### src/inc/octal_store_pkg.sv
package octal_store_pkg;

   // number of storage bits in the register
   localparam int unsigned STORE_WIDTH = 8;

   // system clock rate
   localparam int unsigned REF_CLK_MHZ = 100;
   localparam int unsigned REF_CLK_PERIOD_NS = 10;

   // phase of the sampled data clock pin, gray along the low-high path
   typedef enum logic [0:0]
   {
      PH_LOW = 1'b0,
      PH_HIGH = 1'b1
   } clk_phase_e;

   // reset values of the control state
   localparam clk_phase_e PHASE_RST = PH_HIGH;
   localparam logic CE_LAT_RST = 1'b1;
   localparam logic LOADED_RST = 1'b0;

   // enable level that allows a capture (active low)
   localparam logic CE_ACTIVE = 1'b0;

endpackage

### src/hw/bit_store_cell.sv
`timescale 1ns/10ps

module bit_store_cell
(
   input wire logic ref_clk,
   input wire logic cap_en,
   input wire logic d,
   output logic q
);

   // no reset: the stored bit stays unknown until the first capture
   always_ff @(posedge ref_clk)
   begin
      if (cap_en)
      begin
         q <= d; // see RULE_03
      end
   end

endmodule

### src/hw/octal_store_reg.sv
// Functional notes
// RULE_01: eight bit cells, shared clock and enable
// RULE_02: cells update only on a rising clock
// RULE_03: enable low captures data, high holds
// RULE_04: steady clock level ignores data changes
// RULE_05: one latched enable gates all bits
// RULE_06: enable changes never cause a capture
// RULE_07: no data reset, unknown until first capture
`timescale 1ns/10ps

module octal_store_reg
   import octal_store_pkg::*;
#(
   parameter int unsigned WIDTH = octal_store_pkg::STORE_WIDTH
)
(
   input wire logic ref_clk,
   input wire logic rst_n,
   input wire logic [WIDTH-1:0] data_in,
   input wire logic ce_n,
   input wire logic data_clk,
   output logic [WIDTH-1:0] data_out,
   output logic loaded
);

   import octal_store_pkg::*;

   ////////////////////////////////////////////////////////////////////////////
   // declarations

   clk_phase_e phase_q;
   clk_phase_e phase_d;
   logic ce_lat_q;
   logic ce_lat_d;
   logic loaded_q;
   logic loaded_d;

   wire logic clk_rise;
   wire logic clk_fall;
   wire logic clk_low_now;
   wire logic cap_en;

   ////////////////////////////////////////////////////////////////////////////
   // data clock edge detection
   // the pin is sampled on ref_clk; the phase resets to high so that a pin
   // already high at reset release is not mistaken for a rising edge

   assign phase_d = data_clk ? PH_HIGH : PH_LOW;
   assign clk_rise = (phase_q == PH_LOW) && data_clk; // see RULE_02
   assign clk_fall = (phase_q == PH_HIGH) && !data_clk;
   assign clk_low_now = !data_clk;

   always_ff @(posedge ref_clk or negedge rst_n)
   begin
      if (!rst_n)
      begin
         phase_q <= PHASE_RST;
      end
      else
      begin
         phase_q <= phase_d;
      end
   end

   ////////////////////////////////////////////////////////////////////////////
   // enable latch
   // transparent while the data clock is low, frozen while it is high;
   // the enable must therefore be set up one ref_clk cycle before the rise,
   // which trades one cycle of setup for immunity to enable glitches

   assign ce_lat_d = clk_low_now ? ce_n : ce_lat_q; // see RULE_05

   always_ff @(posedge ref_clk or negedge rst_n)
   begin
      if (!rst_n)
      begin
         ce_lat_q <= CE_LAT_RST;
      end
      else
      begin
         ce_lat_q <= ce_lat_d;
      end
   end

   // only a qualified rising edge captures; the raw pin plays no part
   // data plays no part in the strobe, so a steady level never captures
   assign cap_en = clk_rise && (ce_lat_q == CE_ACTIVE); // see RULE_04 RULE_06

   ////////////////////////////////////////////////////////////////////////////
   // storage cells, one per bit, all on the same capture strobe

   generate
      for (genvar i = 0; i < WIDTH; i++)
      begin : g_cell
         bit_store_cell u_cell
         (
            .ref_clk(ref_clk),
            .cap_en(cap_en),
            .d(data_in[i]),
            .q(data_out[i])
         ); // see RULE_01
      end
   endgenerate

   ////////////////////////////////////////////////////////////////////////////
   // loaded flag
   // the data cells carry no reset; this flag tells the user when
   // data_out first holds a defined value

   assign loaded_d = loaded_q || cap_en; // see RULE_07

   always_ff @(posedge ref_clk or negedge rst_n)
   begin
      if (!rst_n)
      begin
         loaded_q <= LOADED_RST;
      end
      else
      begin
         loaded_q <= loaded_d;
      end
   end

   assign loaded = loaded_q;
endmodule

### config.mk
export PLATFORM = sky130hd
export DESIGN_NAME = octal_store_reg
export DESIGN_NICKNAME = d
export VERILOG_FILES = /design/src/inc/octal_store_pkg.sv /design/src/hw/bit_store_cell.sv /design/src/hw/octal_store_reg.sv
export SDC_FILE = /design/constraint.sdc
export NUM_CORES = 1
export LEC_CHECK = 0
export BUFFER_PORTS_ARGS = -buffer_cell sky130_fd_sc_hd__buf_2
export CORE_AREA = 2 2 39 41
export CTS_CLUSTER_DIAMETER = 200
export DETAILED_ROUTE_END_ITERATION = 8
export DIE_AREA = 0 0 41 43
export PLACE_DENSITY = 0.6
export REMOVE_ABC_BUFFERS = 1
export SKIP_CTS_REPAIR_TIMING = 1
export SYNTH_ARGS = -nofsm -noshare
export SYNTH_HDL_FRONTEND = slang
export SYNTH_SLANG_ARGS = --single-unit
### constraint.sdc
create_clock -name ref_clk -period 2.2 [get_ports ref_clk]
set_input_delay 0.33 -clock ref_clk [delete_from_list [all_inputs] [get_ports ref_clk]]
set_output_delay 0.33 -clock ref_clk [all_outputs]
set_load 0.01 [all_outputs]
==> results of run 1 <==
[cell type report]
| class | count | area [µm²] | area share |
|---|---|---|---|
| Multi-Input combinational cell | 3 | 30.03 | 0.05955 |
| Clock buffer | 4 | 26.28 | 0.05211 |
| Tap cell | 16 | 20.02 | 0.03970 |
| Timing Repair Buffer | 21 | 110.1 | 0.2184 |
| Sequential cell | 11 | 317.8 | 0.6303 |
[flip-flops by register name, indices dropped and copies added (netlist names)]
signal	cells
loaded	1
ce_lat_q	1
g_cell.u_cell.q	8
phase_q	1
[through the flow]
step | power [mW] | cell area [µm²]
final | 0.3920 | 504.2
after global routing | 0.4149 | 504.2
after CTS | 0.3994 | 494.2
after detailed placement | 0.2662 | 467.9
after global placement | 0.2656 | 467.9
after floorplan | 0.2492 | 347.8
[layout by cell type (no fill, tap or decap)]
| cell | n |
|---|---|
| buf_2 | 20 |
| nor3b_2 | 1 |
| or2_1 | 1 |
| clkbuf_4 | 3 |
| dfstp_2 | 2 |
| dlygate4sd3_1 | 1 |
| mux2_2 | 1 |
| dfrtp_1 | 1 |
| clkbuf_1 | 1 |
| edfxtp_1 | 8 |
[cell usage after synthesis]
library cell,n,area share
dfrtp_1,1,0.061
edfxtp_1,8,0.59
buf_4,8,0.15
mux2_2,1,0.028
dfstp_2,2,0.13
or2_1,1,0.015
nor3b_2,1,0.031
[kinds of logic (layout without fill, tap and decap cells)]
family	Yosys count	count (layout)	synth area share
flops	11	11	0.7791
mux	1	1	0.02761
buf+inv	8	25	0.1472
simple gates	2	2	0.04602
[routing by layer]
| metal | part of all wire | wire length (µm) | track usage | vias to the layer above |
|---|---|---|---|---|
| met3 | 0.18 | 107 | 0.03665 | 0 |
| met1 | 0.47 | 285 | 0.09589 | 94 |
| met2 | 0.35 | 208 | 0.09063 | 21 |
| met5 | 0 | 0 | 0 | - |
| li1 | - | - | - | 103 |
| met4 | 0 | 0 | 0.04000 | 0 |
[worst paths after layout]
path,depth (start not counted),endpoint,slack [ns]
max,1,g_cell[3].u_cell.q,0.91
min,1,phase_q,0.18
max reg2reg,1,g_cell[3].u_cell.q,0.91
min reg2reg,1,loaded,0.48
max in group asynchronous,2,ce_lat_q,1.61
min in group asynchronous,2,loaded,0.39
[power by group]
part / switching [mW] / total, mW / internal (mW)
clock network: 0.0595 / 0.129 / 0.0700
registers: 0.00265 / 0.237 / 0.234
logic: 0.0117 / 0.0254 / 0.0137
total: 0.0738 / 0.392 / 0.318
==> flow_summary.yaml, run 1 <==
floorplanning:
  die_h_um: 43
  core_um2: 1384
  dieWidth_um: 41
  ios: 21
  row_count: 14
  start_util: 0.2948
  fp.dieArea_um2: 1763
timing:
  fin_crit_sh: 0.5873
  setup_slack_ns: 0.9078
  layout_min_cycle_time_ns: 1.292
  setup_viol: 0
  skew_ns: 0.0004122
  worst_pin_slew_ns: 0.6473
  finalHoldWorstSlack_ns: 0.1849
  timing.fmax_mhz: 773.9
  grt_setup_unrepaired: "false"
  timing.setup.tns_ns: 0
  hold_violations: 0
  slew_viol_final: 0
  timing.slew.headroom: 0.5666
worst_setup_path:
  crit_slowest_cell: "nor3b_2"
  crit_family: "simple AND/OR/NAND/NOR gates"
  worst_setup_path_start_kind: "register"
  worstSetupPathType: "register to register"
  worstSetupEndpointType: "register"
  crit_fanout: 9
  slowest_delay_ns: 0.56
  crit_arrival_ns: 1.19
  crit_path_start: "ce_lat_q"
  cp_cell_sequence: "nor3b_2"
  r2r-start: "ce_lat_q"
  timing.critical_path.required_ns: 2.09
  critPathBufInv: 0
synthesis:
  synth-seq-cells: 11
  syn_avg_cell_area_um2: 18.54
  synth-seq-area-share: 0.7791
  synth_cells: 22
  ys_warn_count: 0
  synth_area_um2: 407.9
  synth_cell_types: 7
worst_hold_path:
  hold_path_class: "input pin to register"
  worstHoldStart: "data_clk"
flow_run:
  cap_violations: 0
clocking:
  h-tree-depth: 1
  tritoncts: "built"
  cts_made_buffers: 3
  cts_buffer_depth: 2
  cts_root_buf: "clkbuf_4"
  clock_latency_ns: 0.26
  clock_sinks: 11
  clk_pin_slew_ns: 0.06
routing:
  ant_nets: 0
  num_vias: 218
  first_pass_iters: 1
  drt_iter0_markers: 0
  wl_um: 601
  wl_per_cell_um: 10.93
  viasPerCell: 3.964
  drc_errors: 0
place:
  place.gp.congestion: 0.5575
  io_buffer_count: 20
  dp_cells: 50
  pre_cts_ws_ns: 0.8128
cells_and_area:
  final_util: 0.3644
  layout-drive-gt1-share: 0.6923
  final_nets: 52
  n_antenna_cell: 0
  fin_cells: 55
  area_growth_pct: 23.62
  fillers: 137
global_routing:
  grt_start_max_net_pins: 10
  grt_pass1_vias: 192
  grt_pass1_wl_um: 807
  grt.total_usage: 0.07165
  antenna_found_initial: 0
  grt_overflow: 0
pwr:
  irDropWorstVdd_v: 0.0002767
  leakage_nw: 0.2071
  powerDensity_nw_per_um2: 777.4
status:
  status: "finished, final reports clean"
No activity file was read; power rests on OpenSTA's default activity.
==> run 2: changes to the inputs <==
--- a/config.mk
+++ b/config.mk
@@ -5,12 +5,13 @@
 export SDC_FILE = /design/constraint.sdc
 export NUM_CORES = 1
 export LEC_CHECK = 0
+export ABC_AREA = 1
 export BUFFER_PORTS_ARGS = -buffer_cell sky130_fd_sc_hd__buf_2
 export CORE_AREA = 2 2 39 41
 export CTS_CLUSTER_DIAMETER = 200
 export DETAILED_ROUTE_END_ITERATION = 8
 export DIE_AREA = 0 0 41 43
-export PLACE_DENSITY = 0.6
+export PLACE_DENSITY = 0.61
 export REMOVE_ABC_BUFFERS = 1
 export SKIP_CTS_REPAIR_TIMING = 1
 export SYNTH_ARGS = -nofsm -noshare
==> constraint.sdc (replaced) <==
create_clock -name ref_clk -period 1.2 [get_ports ref_clk]
set_input_delay 0.18 -clock ref_clk [delete_from_list [all_inputs] [get_ports ref_clk]]
set_output_delay 0.18 -clock ref_clk [all_outputs]
set_load 0.01 [all_outputs]
==> run 2 against run 1 <==
  * Sequential share of layout area down 1.2 points
  * Critical endpoint is now g_cell[0].u_cell.q
  * Via count grew 1.4%
  * Clock-buffer cell count did not move
  * Highest routed layer unchanged
==> flow_summary.yaml, run 2 <==
place:
  io_buffer_count: 20
  pre_cts_ws_ns: 0.1243
  place.gp.congestion: 0.5626
  hpwl_um: 519.3
floorplanning:
  row_count: 14
  fp.dieArea_um2: 1763
  start_util: 0.3020
  ios: 21
  dieWidth_um: 41
  die_h_um: 43
  core_um2: 1384
status:
  status: "finished, final reports clean"
global_routing:
  grt_util_met2: 0.09688
  grt.total_usage: 0.07692
  grt_pass1_vias: 202
  grtUsageMet1: 0.07931
  grt_pass1_wl_um: 814
  grt_overflow: 0
  antenna_found_initial: 0
  use_met3: 0.06283
  grt_start_max_net_pins: 9
  grt.busiest_layer: "met2"
routing:
  wl_um: 634
  drc_errors: 0
  ant_nets: 0
  drt_iter0_markers: 0
  num_vias: 221
  first_pass_iters: 1
  wl_per_cell_um: 10.39
  viasPerCell: 3.623
synthesis:
  synthAdderAreaFrac: 0
  synth_xor_area_frac: 0
  synth.area.mux_share: 0
  synth-seq-cells: 11
  synth_cells: 28
  synth_top_cell_by_area: "edfxtp_1"
  synth-seq-area-share: 0.7605
  synth_compound_area_frac: 0.02096
  syn_avg_cell_area_um2: 14.93
  synth_edf_count: 8
  synthSimpleGateAreaFrac: 0.02994
  synthTopCellsByCount: "buf_4 (8), edfxtp_1 (8), inv_1 (5)"
  synth_top_family_by_area: "buffers and inverters"
  async_reset_ff_frac: 0.2727
  synth_cell_types: 8
  ys.flop_type: "edfxtp_1"
  ys_warn_count: 0
  synth_area_leaders: "edfxtp_1 (57%), buf_4 (14%), dfstp_2 (13%)"
  netlist.area_leader.share: 0.5749
  synth_area_um2: 417.9
cells_and_area:
  largest_register_ffs: 8
  layout-drive-gt1-share: 0.5778
  n_antenna_cell: 0
  top_register: "g_cell.u_cell.q"
  final_nets: 58
  mostFrequentLayoutCell: "buf_2"
  area_growth_pct: 23.05
  final_cell_mix: "buf_2 (20), edfxtp_1 (8), inv_1 (5)"
flow_run:
  cap_violations: 0
timing:
  setup_slack_ns: 0.1249
  finalHoldWorstSlack_ns: 0.03913
  grt_setup_unrepaired: "false"
  slew_viol_final: 0
  fin_crit_sh: 0.8959
  timing.setup.tns_ns: 0
  timing.fmax_mhz: 930.2
  layout_min_cycle_time_ns: 1.075
  hold_violations: 0
  setup_viol: 0
  timing.slew.headroom: 0.8182
  worst_pin_slew_ns: 0.2723
  skew_ns: 0.001926
worst_setup_path:
  worstSetupPathType: "register to register"
  worst_setup_path_start_kind: "register"
  crit_fanout: 8
  worstSetupEndpointType: "register"
  crit_arrival_ns: 1.02
  timing.critical_path.required_ns: 1.14
  reg2regPathDepth: 3
clocking:
  cts_buffer_depth: 2
  tritoncts: "built"
  clock_latency_ns: 0.26
  h-tree-depth: 1
  cts_made_buffers: 3
  clock_sinks: 11
  clk_pin_slew_ns: 0.06
  cts_root_buf: "clkbuf_4"
pwr:
  powerDensity_nw_per_um2: 1402
  irDropWorstVdd_v: 0.0005093
  leakage_nw: 0.2405
worst_hold_path:
  hold_path_class: "input pin to register"
  whs_path_depth: 1
==> run 2: cell count changes after synthesis, sizes merged <==
cell	delta
inv	+5
nand2	+2
mux2	-1
nand3	+1
nor3b	-1
o21ai	+1
or2	-1
==> run 2: kinds of logic after synthesis <==
group           count (synthesis)
simple gates                    3
flops                          11
compound gates                  1
buf+inv                        13
==> run 2: layout make-up <==
| type | instances | area [µm²] |
|---|---|---|
| fill | 153 | 869.6 |
| timing repair buffer | 21 | 110.1 |
| tap | 16 | 20.02 |
| sequential | 11 | 317.8 |
| inverter | 5 | 18.77 |
| clock buffer | 4 | 26.28 |
| multi-input combinational | 4 | 21.27 |
==> run 2: through the flow <==
| stage | area [µm²] | util | power, mW | cells |
|---|---|---|---|---|
| 2_1_floorplan | 357.8 | - | 0.4587 | 20 |
| 3_3_place_gp | 478.0 | 0.3454 | 0.4892 | 56 |
| 3_5_place_dp | 478.0 | 0.3454 | 0.4900 | 56 |
| 4_1_cts | 504.2 | 0.3644 | 0.7365 | 60 |
| 5_1_grt | 514.2 | 0.3716 | 0.7647 | 61 |
| 6_report | 514.2 | 0.3716 | 0.7211 | 61 |
==> run 2: worst max-delay path, stage by stage, from the launching register on <==
cell     delay [ns]
dfstp_2        0.36
inv_1          0.08
nand3_1        0.09
inv_1          0.23
==> run 2: worst paths after layout <==
check                      startpoint            endpoint  slack (ns)
hold reg to reg                loaded              loaded        0.46
max in group asynchronous       rst_n            ce_lat_q        0.78
min in group asynchronous       rst_n              loaded        0.23
setup / recovery             ce_lat_q  g_cell[0].u_cell.q        0.12
setup reg to reg             ce_lat_q  g_cell[0].u_cell.q        0.12
hold / removal               data_clk             phase_q        0.04
==> run 2: power breakdown <==
group | switching [mW] | internal, mW | leakage [nW]
registers | 0.00308 | 0.429 | 0.104
clock network | 0.110 | 0.128 | 0.0150
logic | 0.0263 | 0.0244 | 0.122
==> run 2: per-layer routing <==
metal,share of wire,up-vias,routed length (µm)
li1,-,114,-
met1,0.44,86,276
met2,0.36,21,231
met3,0.20,0,126
met4,0,0,0
met5,0,-,0
